`config.mk`:
```
export PLATFORM = sky130hd
export DESIGN_NAME = i2c_bus_engine
export DESIGN_NICKNAME = d
export VERILOG_FILES = /design/src/rtl/i2c_cond_pkg.sv /design/src/rtl/rx_fifo.sv /design/src/rtl/i2c_bus_engine.sv
export VERILOG_INCLUDE_DIRS = /design/src /design/src/rtl
export SDC_FILE = /design/constraint.sdc
export NUM_CORES = 1
export LEC_CHECK = 0
export BUFFER_PORTS_ARGS = -buffer_cell sky130_fd_sc_hd__clkbuf_2
export CAP_MARGIN = 20
export CORE_MARGIN = 2
export CORE_UTILIZATION = 35
export DETAILED_ROUTE_END_ITERATION = 8
export RECOVER_POWER = 100
export SKIP_LAST_GASP = 1
export SLEW_MARGIN = 20
export SYNTH_ARGS = -nofsm -noshare
export SYNTH_HDL_FRONTEND = slang
export SYNTH_SLANG_ARGS = --single-unit
```
`constraint.sdc`:
```
create_clock -name clk -period 7.3 [get_ports clk]
set_clock_uncertainty 0.1 [all_clocks]
set_input_delay 1.46 -clock clk [delete_from_list [all_inputs] [get_ports clk]]
set_output_delay 1.46 -clock clk [all_outputs]
set_load 0.01 [all_outputs]
```
`src/rtl/i2c_cond_defs.svh`:
```
`ifndef I2C_COND_DEFS_SVH
`define I2C_COND_DEFS_SVH

// ==========================================
// clock and timing
`define CLK_PERIOD_NS 20
`define HOLD_STD_NS 100
`define HOLD_LONG_NS 300
// least times round up to whole clock cycles
`define HOLD_STD_CYC ((`HOLD_STD_NS + `CLK_PERIOD_NS - 1) / `CLK_PERIOD_NS)
`define HOLD_LONG_CYC ((`HOLD_LONG_NS + `CLK_PERIOD_NS - 1) / `CLK_PERIOD_NS)
`define SCL_HALF_NS 5000
`define SCL_HALF_CYC ((`SCL_HALF_NS + `CLK_PERIOD_NS - 1) / `CLK_PERIOD_NS)

// ==========================================
// byte framing
`define BITS_PER_BYTE 8
`define ACK_SLOT 8
`define RW_BIT_POS 0
`define FIFO_DEPTH_DEF 8

// ==========================================
// reset values and hold counter width
`define SYNC_RST 2'h3
`define HOLD_CNT_W 4

`endif

```
`src/rtl/i2c_cond_pkg.sv`:
```
package i2c_cond_pkg;

    // ==========================================
    // bus condition pulses, one cycle each
    typedef struct packed {
        logic start;
        logic restart;
        logic stop;
    } bus_ev_t;

    // ==========================================
    // received byte as it enters the fifo
    typedef struct packed {
        logic first;
        logic [7:0] data;
    } rx_word_t;

    // ==========================================
    // host sequencer states
    typedef enum logic [2:0] {
        H_IDLE,
        H_START,
        H_LOW,
        H_HIGH,
        H_STOP_LOW,
        H_STOP_HIGH,
        H_LOST
    } host_state_t;

endpackage

```
`src/rtl/rx_fifo.sv`:
```
module rx_fifo #(
    parameter int WIDTH = 9,
    parameter int DEPTH = 8
) (
    input wire logic clk,
    input wire logic rstn,
    input wire logic ce,
    input wire logic in_valid,
    output logic in_ready,
    input wire logic [WIDTH-1:0] in_data,
    output logic out_valid,
    input wire logic out_ready,
    output logic [WIDTH-1:0] out_data
);
    localparam int AW = $clog2(DEPTH);
    localparam int CW = $clog2(DEPTH + 1);

    logic [WIDTH-1:0] mem [DEPTH];
    logic [AW-1:0] wr_ptr;
    logic [AW-1:0] rd_ptr;
    logic [CW-1:0] count;

    // ==========================================
    // handshake decode
    wire push = in_valid & in_ready;
    wire pop_mem = (count != '0) & (~out_valid | out_ready);
    assign in_ready = (count != CW'(DEPTH));

    // storage array, no reset needed
    always_ff @(posedge clk) begin
        if (ce && push) begin
            mem[wr_ptr] <= in_data;
        end
    end

    // pointers and fill level
    always_ff @(posedge clk) begin
        if (!rstn) begin
            wr_ptr <= '0;
            rd_ptr <= '0;
            count <= '0;
        end else if (ce) begin
            if (push) wr_ptr <= wr_ptr + AW'(1);
            if (pop_mem) rd_ptr <= rd_ptr + AW'(1);
            count <= count + CW'(push) - CW'(pop_mem);
        end
    end

    // registered read stage
    always_ff @(posedge clk) begin
        if (!rstn) begin
            out_valid <= 1'b0;
            out_data <= '0;
        end else if (ce) begin
            if (pop_mem) begin
                out_valid <= 1'b1;
                out_data <= mem[rd_ptr];
            end else if (out_ready) begin
                out_valid <= 1'b0;
            end
        end
    end
endmodule

```
`src/rtl/i2c_bus_engine.sv`:
```
`include "i2c_cond_defs.svh"

module i2c_bus_engine #(
    parameter int HALF_CYC = `SCL_HALF_CYC,
    parameter int FIFO_DEPTH = `FIFO_DEPTH_DEF
) (
    input wire logic clk,
    input wire logic rstn,
    input wire logic ce,
    input wire logic scl_in,
    output logic scl_out,
    output logic scl_oe,
    input wire logic sda_in,
    output logic sda_out,
    output logic sda_oe,
    input wire logic sda_hold_long_sel,
    input wire logic clock_release_ctl,
    input wire logic start_irq_en,
    input wire logic stop_irq_en,
    input wire logic mode_cond_irq,
    input wire logic client_en,
    input wire logic addr_hold_en,
    input wire logic data_hold_en,
    input wire logic ack_value_sel,
    input wire logic buffer_full_flag,
    input wire logic rx_overflow_flag,
    input wire logic host_start_req,
    input wire logic [7:0] host_tx_data,
    output logic host_busy,
    output logic arb_lost,
    output logic bus_collision,
    output logic ack_result_flag,
    output logic ack_window_flag,
    output logic bus_busy,
    output i2c_cond_pkg::bus_ev_t bus_event,
    output logic cond_irq,
    output logic read_req,
    output logic rx_valid,
    input wire logic rx_ready,
    output i2c_cond_pkg::rx_word_t rx_data
);
    localparam int HW = $clog2(HALF_CYC + 1);

    // ==========================================
    // pin synchronisers and edge detection
    logic [1:0] scl_sync;
    logic [1:0] sda_sync;
    logic scl_d;
    logic sda_d;

    // two flops per pin, then one more for edges
    always_ff @(posedge clk) begin
        if (!rstn) begin
            scl_sync <= `SYNC_RST;
            sda_sync <= `SYNC_RST;
            scl_d <= 1'b1;
            sda_d <= 1'b1;
        end else if (ce) begin
            scl_sync <= {scl_sync[0], scl_in};
            sda_sync <= {sda_sync[0], sda_in};
            scl_d <= scl_sync[1];
            sda_d <= sda_sync[1];
        end
    end

    wire scl_s = scl_sync[1];
    wire sda_s = sda_sync[1];
    wire scl_rise = scl_s & ~scl_d;
    wire scl_fall = ~scl_s & scl_d;

    // ==========================================
    // start, stop and restart detection
    logic low_seen;
    logic rel_d;
    wire start_det = scl_s & scl_d & sda_d & ~sda_s;
    wire stop_det = scl_s & scl_d & ~sda_d & sda_s & low_seen;
    wire restart_det = start_det & bus_busy & low_seen;
    wire release_rise = clock_release_ctl & ~rel_d;

    // bus state follows detected conditions
    always_ff @(posedge clk) begin
        if (!rstn) begin
            bus_busy <= 1'b0;
            low_seen <= 1'b0;
            rel_d <= 1'b0;
            bus_event <= '0;
            cond_irq <= 1'b0;
        end else if (ce) begin
            rel_d <= clock_release_ctl;
            if (start_det) bus_busy <= 1'b1;
            else if (stop_det) bus_busy <= 1'b0;
            if (start_det || stop_det) low_seen <= 1'b0;
            else if (bus_busy && !scl_s) low_seen <= 1'b1;
            bus_event <= '{start: start_det & ~restart_det, restart: restart_det,
                           stop: stop_det};
            cond_irq <= mode_cond_irq ? (start_det | stop_det)
                : ((start_det & start_irq_en) | (stop_det & stop_irq_en));
        end
    end

    // ==========================================
    // client receiver
    logic rx_active;
    logic [3:0] bit_cnt;
    logic [7:0] shift;
    logic first_byte;
    logic ack_phase;
    logic hold_sel;
    logic full_at;
    logic hw_stretch;
    logic push_pending;
    logic fifo_in_ready;
    logic host_active;

    wire client_act = client_en & rx_active & ~host_active;
    wire eighth_fall = client_act & scl_fall & ~ack_phase
        & (bit_cnt == 4'(`BITS_PER_BYTE));
    wire ninth_fall = client_act & scl_fall & ack_phase;
    wire byte_hold = first_byte ? addr_hold_en : data_hold_en;
    wire rd_request = first_byte & shift[`RW_BIT_POS];
    wire ack_low = client_act & ack_phase
        & (hold_sel ? ~ack_value_sel : ~full_at);

    // bit counter and shifter, counter reset by any start
    always_ff @(posedge clk) begin
        if (!rstn) begin
            rx_active <= 1'b0;
            bit_cnt <= '0;
            shift <= '0;
            first_byte <= 1'b0;
            ack_phase <= 1'b0;
        end else if (ce) begin
            if (start_det) begin
                rx_active <= 1'b1;
                bit_cnt <= '0;
                first_byte <= 1'b1;
                ack_phase <= 1'b0;
            end else if (stop_det) begin
                rx_active <= 1'b0;
                ack_phase <= 1'b0;
            end else if (client_act && scl_rise && !ack_phase
                         && bit_cnt < 4'(`BITS_PER_BYTE)) begin
                shift <= {shift[6:0], sda_s};
                bit_cnt <= bit_cnt + 4'h1;
            end else if (eighth_fall) begin
                ack_phase <= 1'b1;
            end else if (ninth_fall) begin
                ack_phase <= 1'b0;
                bit_cnt <= '0;
                first_byte <= 1'b0;
            end
        end
    end

    // acknowledge decision captured at the eighth falling edge
    always_ff @(posedge clk) begin
        if (!rstn) begin
            hold_sel <= 1'b0;
            full_at <= 1'b0;
            ack_window_flag <= 1'b0;
            read_req <= 1'b0;
        end else if (ce) begin
            read_req <= eighth_fall & rd_request;
            if (eighth_fall) begin
                hold_sel <= byte_hold;
                full_at <= buffer_full_flag | rx_overflow_flag;
                ack_window_flag <= addr_hold_en | data_hold_en;
            end else if (ninth_fall || start_det) begin
                ack_window_flag <= 1'b0;
            end
        end
    end

    // stretch requests and fifo hand-off
    always_ff @(posedge clk) begin
        if (!rstn) begin
            hw_stretch <= 1'b0;
            push_pending <= 1'b0;
        end else if (ce) begin
            if (eighth_fall && (byte_hold || rd_request)) hw_stretch <= 1'b1;
            else if (release_rise || start_det) hw_stretch <= 1'b0;
            if (eighth_fall) push_pending <= 1'b1;
            else if (fifo_in_ready) push_pending <= 1'b0;
        end
    end

    rx_fifo #(
        .WIDTH($bits(i2c_cond_pkg::rx_word_t)),
        .DEPTH(FIFO_DEPTH)
    ) u_rx_fifo (
        .clk(clk),
        .rstn(rstn),
        .ce(ce),
        .in_valid(push_pending),
        .in_ready(fifo_in_ready),
        .in_data({first_byte, shift}),
        .out_valid(rx_valid),
        .out_ready(rx_ready),
        .out_data(rx_data)
    );

    // ==========================================
    // host sequencer
    i2c_cond_pkg::host_state_t hstate;
    logic [HW-1:0] div_cnt;
    logic [3:0] hbit;
    logic [7:0] hbyte;

    wire half_done = (div_cnt == HW'(HALF_CYC - 1));
    wire in_ack = (hbit == 4'(`ACK_SLOT));
    wire cur_bit = hbyte[3'(7 - hbit)];
    wire arb_miss = (hstate == i2c_cond_pkg::H_HIGH) & scl_s & ~in_ack
        & cur_bit & ~sda_s;
    assign host_active = (hstate != i2c_cond_pkg::H_IDLE)
        & (hstate != i2c_cond_pkg::H_LOST);
    assign host_busy = (hstate != i2c_cond_pkg::H_IDLE);

    // half period divider, high half waits for real scl high
    always_ff @(posedge clk) begin
        if (!rstn) begin
            div_cnt <= '0;
        end else if (ce) begin
            if (hstate == i2c_cond_pkg::H_IDLE || half_done) div_cnt <= '0;
            else if (hstate != i2c_cond_pkg::H_HIGH || scl_s) div_cnt <= div_cnt + HW'(1);
        end
    end

    // host state transitions
    always_ff @(posedge clk) begin
        if (!rstn) begin
            hstate <= i2c_cond_pkg::H_IDLE;
            hbit <= '0;
            hbyte <= '0;
            ack_result_flag <= 1'b0;
            arb_lost <= 1'b0;
            bus_collision <= 1'b0;
        end else if (ce) begin
            arb_lost <= 1'b0;
            bus_collision <= 1'b0;
            unique case (hstate)
                i2c_cond_pkg::H_IDLE: begin
                    if (host_start_req && !bus_busy) begin
                        hbyte <= host_tx_data;
                        hstate <= i2c_cond_pkg::H_START;
                    end
                end
                i2c_cond_pkg::H_START: begin
                    if (div_cnt == '0 && !sda_s) begin
                        bus_collision <= 1'b1;
                        hstate <= i2c_cond_pkg::H_IDLE;
                    end else if (half_done) begin
                        hbit <= '0;
                        hstate <= i2c_cond_pkg::H_LOW;
                    end
                end
                i2c_cond_pkg::H_LOW: begin
                    if (half_done) hstate <= i2c_cond_pkg::H_HIGH;
                end
                i2c_cond_pkg::H_HIGH: begin
                    if (arb_miss) begin
                        arb_lost <= 1'b1;
                        hstate <= i2c_cond_pkg::H_LOST;
                    end else if (half_done && in_ack) begin
                        ack_result_flag <= sda_s;
                        hstate <= i2c_cond_pkg::H_STOP_LOW;
                    end else if (half_done) begin
                        hbit <= hbit + 4'h1;
                        hstate <= i2c_cond_pkg::H_LOW;
                    end
                end
                i2c_cond_pkg::H_STOP_LOW: begin
                    if (half_done) hstate <= i2c_cond_pkg::H_STOP_HIGH;
                end
                i2c_cond_pkg::H_STOP_HIGH: begin
                    if (half_done) hstate <= i2c_cond_pkg::H_IDLE;
                end
                i2c_cond_pkg::H_LOST: begin
                    if (!bus_busy) hstate <= i2c_cond_pkg::H_IDLE;
                end
            endcase
        end
    end

    // ==========================================
    // pin drive: open drain, only pull low
    logic [`HOLD_CNT_W-1:0] hold_cnt;
    logic scl_hold;

    wire host_scl_low = (hstate == i2c_cond_pkg::H_LOW)
        | (hstate == i2c_cond_pkg::H_STOP_LOW);
    wire host_sda_low = (hstate == i2c_cond_pkg::H_START)
        | (hstate == i2c_cond_pkg::H_STOP_LOW) | (hstate == i2c_cond_pkg::H_STOP_HIGH)
        | ((hstate == i2c_cond_pkg::H_LOW || hstate == i2c_cond_pkg::H_HIGH)
           & ~in_ack & ~cur_bit);
    // idle release skips the hold only with scl high and no ack pending
    wire cond_phase = (hstate == i2c_cond_pkg::H_START)
        | (hstate == i2c_cond_pkg::H_STOP_HIGH)
        | ((hstate == i2c_cond_pkg::H_IDLE || hstate == i2c_cond_pkg::H_LOST)
           & scl_s & ~ack_phase);
    wire data_slot = ~scl_s & ~scl_fall & (hold_cnt == '0);
    wire want_hold = rx_active & (~clock_release_ctl | hw_stretch | push_pending);
    wire [`HOLD_CNT_W-1:0] hold_load = sda_hold_long_sel
        ? `HOLD_CNT_W'(`HOLD_LONG_CYC) : `HOLD_CNT_W'(`HOLD_STD_CYC);

    // hold time counter restarts at every scl falling edge
    always_ff @(posedge clk) begin
        if (!rstn) begin
            hold_cnt <= '0;
        end else if (ce) begin
            if (scl_fall) hold_cnt <= hold_load;
            else if (hold_cnt != '0) hold_cnt <= hold_cnt - `HOLD_CNT_W'(1);
        end
    end

    // sda changes only after hold, conditions and arbitration loss bypass it
    always_ff @(posedge clk) begin
        if (!rstn) begin
            sda_oe <= 1'b0;
        end else if (ce) begin
            if (data_slot || cond_phase || arb_miss) begin
                sda_oe <= (host_sda_low & ~arb_miss) | ack_low;
            end
        end
    end

    // scl held only once already seen low
    always_ff @(posedge clk) begin
        if (!rstn) begin
            scl_hold <= 1'b0;
            scl_oe <= 1'b0;
        end else if (ce) begin
            scl_hold <= want_hold & (scl_hold | ~scl_s);
            scl_oe <= host_scl_low | (want_hold & (scl_hold | ~scl_s));
        end
    end

    assign scl_out = 1'b0;
    assign sda_out = 1'b0;
endmodule

```
; ---- Word-level counts from Yosys, hierarchy flattened
; Memories as Yosys holds them, arrays and structs flattened. A register that Yosys moved wholly into a read port is not among the register bits.
; Index checks and enable logic that the tools add are counted.
[op_classes]
n_addsub = 9
multipliers = 0
n_div = 0
order_cmp = 2
n_eq_ne = 27
n_shift = 0
n_mux = 58
bitwise = 74
reduce_logical = 62
[ops]
columns = op, n
row1 = 4-bit 2-to-1 mux, 13
row2 = 1-bit bitwise AND, 40
row3 = 1-bit 2-to-1 mux, 31
row4 = 3-bit 2-to-1 mux, 9
row5 = "2-bit != test, second input constant", 12
row6 = 2-bit AND reduction, 12
row7 = 3-bit one-hot mux with 7 select lines, 1
row8 = 2-bit nonzero test, 10
row9 = 1-bit NOT, 18
row10 = 8-bit 2-to-1 mux, 2
row11 = 1-bit OR, 16
row12 = 4-bit AND reduction, 3
row13 = 4-bit nonzero test, 3
row14 = 1-bit logical OR, 10
row15 = "3-bit equality test, second input constant", 3
row16 = 1-bit logical AND, 9
row17 = "4-bit by 1-bit adder with 4-bit output, second input constant", 2
row18 = "8-bit by 1-bit adder with 8-bit output, second input constant", 1
row19 = "4-bit equality test, second input constant", 2
row20 = "8-bit equality test, second input constant", 1
row21 = 8-bit zero test, 1
row22 = 4-bit one-hot mux with 2 select lines, 1
row23 = 7-bit AND reduction, 1
row24 = "3-bit by 1-bit adder with 3-bit output, second input constant", 2
row25 = other kinds (20), 29
[totals]
ff_bits = 77
latch_bits = 0
ramBits = 72
romBits = 0
inputBits = 26
output_inout_bits = 25
elab_cells = 269
mem_count = 1
[memory_table]
columns = name, depth, width, rd, rd_ports_with_merged_regs, write_ports, line
row1 = u_rx_fifo.mem, 8, 9, 1, 1, 1, rx_fifo.sv:18  ; logic [WIDTH-1:0] mem [DEPTH];

; ---- Depth between registers and ports, before layout
; Gate-level depths: netlist of run 1.
[logic_depth]
ltp_word = 11
depth_mapped = 12
depth_no_buf = 12

; ---- Modules after synthesis
; A second synthesis of run 1 with hierarchy kept.
[hier_totals]
hier_cells = 609
hier_area_um2 = 6969.2
[by_module_without_submodules]
columns = mod, instances, cells_per_inst, area_per_inst_um2, seq_area_each_um2
row1 = rx_fifo, 1, 213, 3703.6, 2562.5
row2 = i2c_bus_engine, 1, 396, 3265.6, 1321.3

; ---- Worst setup path after synthesis of run 1
; Ideal clock, no wire load.
[synth_timing]
path_kind = input -> register
from = input port ce
to = memory u_rx_fifo.mem[0][0], enable pin
setup_ns = 0.387
arrival_ns = 2.864
t_required_ns = 6.813
slack_ns = 3.950
stages = 4
path_buffers = 1
path_cell_list = clkbuf_1 > nand3_1 > or2_2 > nor3_1
[synth_between]
elab_chain_cells = 3
[synth_lines]
columns = item, line
row1 = from (decl), i2c_bus_engine.sv:9  ; input wire logic ce,
row2 = 1-bit logical AND, rx_fifo.sv:31  ; if (ce && push) begin
row3 = 1-bit 2-to-1 mux, rx_fifo.sv:31
row4 = 1-bit 2-to-1 mux (not written as such), rx_fifo.sv:32  ; mem[wr_ptr] <= in_data;
row5 = to (decl), rx_fifo.sv:18
; Every way passes these cells.

; ---- Worst setup path after layout of run 1
[layout_timing]
from = input port ce
to = register hbit[0]
[layout_between]
elab_chain_cells = 1
[layout_lines]
columns = item, line
row1 = 7-bit AND reduction (no line), --
row2 = to (signal assigned), i2c_bus_engine.sv:267  ; hbit <= hbit + 4'h1;
row3 = to (decl), i2c_bus_engine.sv:206  ; logic [3:0] hbit;
; Every way passes these cells.
; A chain may end at the register's enable or synchronous reset.

==> results of run 1 <==
## routing by layer
metal | wire (microns) | part of all wire, %
met5 | 0 | 0
met4 | 175 | 1.2
met3 | 585 | 4.0
met2 | 7320 | 50
met1 | 6630 | 45
## logic make-up after synthesis
logic type                 count (synthesis)
AOI/OAI and AO/OA                        106
xor gates and xnor gates                  11
adders and majority gates                 17
buffers and inverters                     62
DFF                                      158
muxes                                     59
other                                      1
and+or+nand+nor                          195
## layout make-up
class,instances,area [sq um],area share (%)
multi-input combinational,390,2850,35.7
timing repair buffer,55,243,3.03
sequential,158,3880,48.5
tap,265,332,4.14
clock buffer,17,425,5.31
clock inverter,15,170,2.13
inverter,26,97.6,1.22
## path summary, 6_finish.rpt
check | startpoint | endpoint | slack (ns)
min reg2reg | bus_event[2] | bus_event[2] | 0.37
max reg2reg | hstate[1] | shift[3] | 4.63
max | ce | hbit[0] | 2.20
min | bus_event[2] | bus_event[2] | 0.37
## registers in the layout (all words and copies together) (netlist names), 3 cells and up
name and flops:
shift 8, u_rx_fifo.wr_ptr 3, u_rx_fifo.rd_ptr 3, hstate 3, hbit 4, u_rx_fifo.mem 72
u_rx_fifo.out_data 9, u_rx_fifo.count 4, bit_cnt 4, div_cnt 8, bus_event 3, hbyte 8
hold_cnt 4
## cell usage in the layout, fill, tap and decap left out, drive strengths merged, types with 5 or more instances in the layout
| master | instances |
|---|---|
| nand2b | 5 |
| o21ai | 24 |
| nor2b | 8 |
| nand2 | 43 |
| mux2i | 39 |
| edfxtp | 72 |
| clkbuf | 70 |
| or3 | 5 |
| nor3 | 11 |
| nand4 | 12 |
| a211oi | 14 |
| clkinv | 7 |
| xor2 | 8 |
| dfxtp | 86 |
| inv | 33 |
| a31oi | 9 |
| nand3 | 15 |
| nor2 | 70 |
| mux4 | 19 |
| a21oi | 25 |
| ha | 16 |
| o211ai | 6 |
## per-stage QoR
stage          worst slack, ns  std cells  hold WS [ns]  cell area [sq um]
5_1_grt                   1.82        926         0.388               8010
2_1_floorplan             3.95        610         0.340               7030
3_3_place_gp              3.47        894         0.347               7500
6_report                  2.20        926         0.369               8010
4_1_cts                   3.82        926         0.370               8090
3_5_place_dp              3.37        894         0.359               7500
## power breakdown
part	switching, uW	total [uW]	internal [uW]
clock	424	885	462
combinational	230	425	195
sequential	46.5	1010	965
## worst max-delay path, stage by stage
cell      delay [ns]
clkbuf_1        0.65
clkbuf_1        1.00
inv_1           0.30
clkbuf_1        0.52
nor4b_1         0.64
o221ai_4        0.25
or3_1           0.36
a21oi_1         0.13
==> results.md, run 1 <==
* Max Fanout on Critical Path at 28
* Max cap viols at 1
* Sink Count at 158
* Antenna-violating nets left at 0
* Initial core utilization at 35.8%
* Setup repair after global routing missed its margin: no
* HP Class: reg2reg
* Port Buffers at 48
* TritonCTS Buffers at 17
* Mux cell area share after synthesis at about an eighth
* Pwr/cell area at between 200 and 300 nW/um^2
* DR vias/cell at between 5 and 6
* GRT met2 Usage at 24.4%
* Largest family of logic cells by synthesized area: simple AND/OR/NAND/NOR gates
* First-pass GRT wire length at 24,600 microns
* Final WL at 14,700 microns
* Vias in the first global route at 4,865
* Setup TNS at 0 ns
* Count leader, synth: dfxtp_1
* Synth Area in Compound Gates at 10.4%
* Nets at 691
* Fillers at about 1.9k
* EDFF count, synth at 72
* Post-CTS Setup Bufs at 0
* GRT Util Overall at between 10% and 20%
* H-tree depth at 4
* Root buf cell: clkbuf_16
* R2R depth at 5
* Clk_lat worst skew at 0.42 ns
* Area leader, netlist: edfxtp_1
* Post-synthesis simple-gate area fraction at 14.2%
* Gpl congestion at 0.831
* Detailed Route Iter0 Violations at 314
* Die area at 21,200 sq um
* Met3 usage at 2.70%
* Critical Path End Type: flop
* Largest net degree at the start of global routing at 51
* Cts hold-fix bufs at 0
* Met1 global-route usage at a little under a fifth
* Critical path arrival at 5.34 ns
* Final Util at 40.9%
* Pwr Total at between 2000 and 2500 uW
* I/O pin total at 51
* Final hold vios at 0
* Post-synth top cells: 86 x dfxtp_1, 72 x edfxtp_1, 69 x nor2_1
* Initial antenna violation count at 0
* Clock transition at path regs at 0.07 ns
* Cell count after synthesis at 609
* Die Y at 146 microns
* Synth warnings at 0
* Synthesized area at around 7000 sq um
* Status: complete, but fails checks
* Syn Area/Cell at about 12 sq um
* Async SR Flop Fraction at 0%
* Violated checks: capacitance limit, slew limit
* XOR/XNOR share of the synthesized area at 1.37%
* Layout cells sized above 1 at 13.0%
* Bufs on Longest Clock Path at 2
* DRC errors left at 0
* Post-synth top flop: dfxtp_1
* Crit path launch type: primary input
* CTS tree: yes
* Largest cells by area after synthesis: edfxtp_1 31%, dfxtp_1 25%, mux4_2 6.1%
* Via count at 4,796
* Min-Delay Path Depth at 2
* Worst VDD drop at 194 uV
* Yosys reg bits at 158
* Post-synthesis adder-cell area fraction at approximately 3.1%
* P_leak at 0.00279 uW
* Post-DP HPWL at 9820 microns
* FMAX at 0.196 GHz
* Total grt overflow at 0
* Synth top area share at 30.8%
* Site Rows at slightly above 50
* Worst slew margin at -66.8%
* Final Max Tran Viols at 51
* Worst-Margin Slew at around 2.5 ns
* Cell variety after synth at ~70
* WL per Instance at roughly 16 microns
* Most used routing layer: met2
* Final-report setup violation count at 0
* Setup Crit Path Kind: in2reg
* Part of the cycle the worst path needs at a little over two thirds
* Core area at 19,600 sq um
* TritonRoute pass-1 iters at 4
* CP Data Required Time at about 7.5 ns
* Post-CTS Resized at 0
* Chip width at 146 microns
* # diodes at 0
* Final min period at between 5 and 6 ns
* Seq/Total Area, Yosys at between 50% and 60%
* Area delta synth->final at 14.0%
Power figures use the tool's default switching activity.
==> inputs of run 2 (changes only) <==
==> constraint.sdc (replaced) <==
create_clock -name clk -period 5.2 [get_ports clk]
set_clock_uncertainty 0.1 [all_clocks]
set_input_delay 1.04 -clock clk [delete_from_list [all_inputs] [get_ports clk]]
set_output_delay 1.04 -clock clk [all_outputs]
set_load 0.01 [all_outputs]
==> run 2 against run 1 <==
Compared with the run above: the run still ends with capacitance limit, slew limit left; die area unchanged; sequential share of layout area decreased by 0.068 points; critical path depth decreased by 4; flip-flop and latch count unchanged; first-iteration DRC count decreased by 17%; global-route usage decreased by 0.25 points; worst hold slack got worse by 0.0068 ns; critical endpoint is now u_rx_fifo.count[1]; largest cell class unchanged; largest power group unchanged.
==> results.md, run 2 (synthesis results as in run 1) <==
* Violated checks: capacitance limit, slew limit
* Site Rows at 51 (unchanged)
* Area delta synth->final at 14.2%
* Storage cell area at 3880 sq um (unchanged)
* Pwr Total at 3250 uW (+40%)
* Critical Path End Type: flop
* H-tree depth at 4 (unchanged)
* Post-DP HPWL at 9770 microns (-0.50%)
* Crit path launch type: primary input
* CP Cell Sequence: clkbuf_1 > clkinv_1 > clkbuf_2 > a211oi_1
* Post-CTS Resized at 0 (unchanged)
* Clk_lat worst skew at 0.43 ns (about the same)
* Multi-input gate area at 2860 sq um (+0.35%)
* Setup TNS at 0 ns (unchanged)
* Metal3 WL at 628 microns (+7.4%)
* Die area at 21,200 sq um (unchanged)
* HP Class: reg2reg
* Most common cell after layout, fill and taps aside: dfxtp_1
* Final WL at 14,500 microns (-1.7%)
* Vias in the first global route at 4,752 (-2.3%)
* DR top layer: met4
* R2R depth at 5 (unchanged)
* First-pass GRT wire length at 24,000 microns (-2.4%)
* DRC errors left at 0 (unchanged)
* Nets at 690 (-0.14%)
* Detailed Route Iter0 Violations at 261 (-17%)
* P_leak at 0.00280 uW (about the same)
* Crit. path cell count at 4 (-4)
* CTS tree: yes
* Fillers at 1,884 (-0.74%)
* CP Data Required Time at 5.42 ns (-2.11 ns)
* Critical path arrival at 3.94 ns (-1.40 ns)
* Die Y at 146 microns (unchanged)
* Pwr/cell area at 405 nW/um^2 (+40%)
* Worst slack, placed at 2.06 ns (-1.31 ns)
* Sink Count at 158 (unchanged)
* TritonRoute pass-1 iters at 5 (+1)
* Worst-Margin Slew at 2.12 ns (-0.382 ns)
* Gpl congestion at 0.819 (-1.4%)
* Most frequent cells in the layout: 86 x dfxtp_1, 72 x edfxtp_1, 69 x nor2_1
* TritonCTS Buffers at 17 (unchanged)
* Chip width at 146 microns (unchanged)
* Max cap viols at 2 (+1)
* Setup Crit Path Kind: in2reg
* Fin worst setup slack at 1.48 ns (-0.719 ns)
* Final hold vios at 0 (unchanged)
* Initial antenna violation count at 0 (unchanged)
* WL per Instance at 15.6 microns (-1.6%)
* Final hold slack at 0.363 ns (-0.00681 ns)
* Worst slew margin at -43.3% (+23 points)
* Part of the cycle the worst path needs at 71.5%
* Max stage delay on crit path at 0.98 ns (-0.02 ns)
* Port Buffers at 48 (unchanged)
* Via count at 4,737 (-1.2%)
* Final-report setup violation count at 0 (unchanged)
* Min-Delay Path Depth at 2 (unchanged)
* # diodes at 0 (unchanged)
* Largest net degree at the start of global routing at 51 (unchanged)
* Slowest stage cell on the critical path: clkbuf_1
* Core area at 19,600 sq um (unchanged)
* FMAX at between 0.2 and 0.3 GHz
* Root buf cell: clkbuf_16
* CP top delay family: buffers and inverters
* Final Max Tran Viols at 41 (-20%)
* Worst VDD drop at 208 uV (+7.3%)
* DR vias/cell at 5.12 (-1.1%)
* Largest register FFs at 72 (unchanged)
* Status: complete, but fails checks
* I/O pin total at 51 (unchanged)
* Initial core utilization at 35.8% (unchanged)
* Clock transition at path regs at 0.07 ns (about the same)
* Antenna-violating nets left at 0 (unchanged)
* Most flop-heavy register: u_rx_fifo.mem
* Cts hold-fix bufs at 0 (unchanged)
* Top Registers: u_rx_fifo.mem x72, u_rx_fifo.out_data x9
* Total grt overflow at 0 (unchanged)
* GRT Util Overall at 14.1% (-0.25 points)
* Final min period at 3.72 ns
* Setup repair after global routing missed its margin: no
* Max Fanout on Critical Path at 50 (+79%)
* WP buf/inv at 3 (-1)
* Met2 WL post-DR at 7060 microns (-3.5%)
* Bufs on Longest Clock Path at 2 (unchanged)
* Met1 wire length at 6630 microns (+0.12%)
* Layout cells sized above 1 at 13.8% (+0.78 points)
* Post-CTS Setup Bufs at 0 (unchanged)
[run 2: power by group]
group	switching (uW)	total (uW)	internal (uW)	leakage, uW
Sequential	68.4	1420	1350	0.00139
Combinational	320	591	270	0.00112
Clock	583	1230	649	0.000288
Total	972	3250	2270	0.00280
[run 2: per-layer routing]
metal | vias up | global-route usage, %
met5 | - | 0
met3 | 12 | 3.67
met4 | 0 | 4.07
met2 | 115 | 24.0
li1 | 2308 | -
met1 | 2302 | 17.6
[run 2: final timing paths]
path,slack (ns),to,start
max,1.48,u_rx_fifo.count[1],rstn
min,0.36,bus_event[2],bus_event[2]
max reg2reg,1.98,hbyte[6],hstate[1]
min reg2reg,0.36,bus_event[2],bus_event[2]
[run 2: per-stage QoR]
| step | util [%] | cell area (sq um) | instances |
|---|---|---|---|
| floorplan | - | 7030 | 610 |
| global placement | 38.2 | 7490 | 893 |
| detailed placement | 38.3 | 7490 | 893 |
| CTS | 41.3 | 8090 | 925 |
| global route | 40.9 | 8020 | 925 |
| finish | 40.9 | 8020 | 925 |
[run 2: final cells by class]
class | count | share of cell area (%)
inverters | 26 | 1.22
repair buffers | 54 | 3.01
clock buffers | 17 | 5.31
flip-flops and latches | 158 | 48.4
well taps | 265 | 4.14
multi-input cells | 390 | 35.7
clock inverters | 15 | 2.15
[run 2: tightest hold or removal path, cell delays in order, from the launching register on]
cell	delay, ns
dfxtp_1	0.31
nand2_1	0.06
a21oi_1	0.05
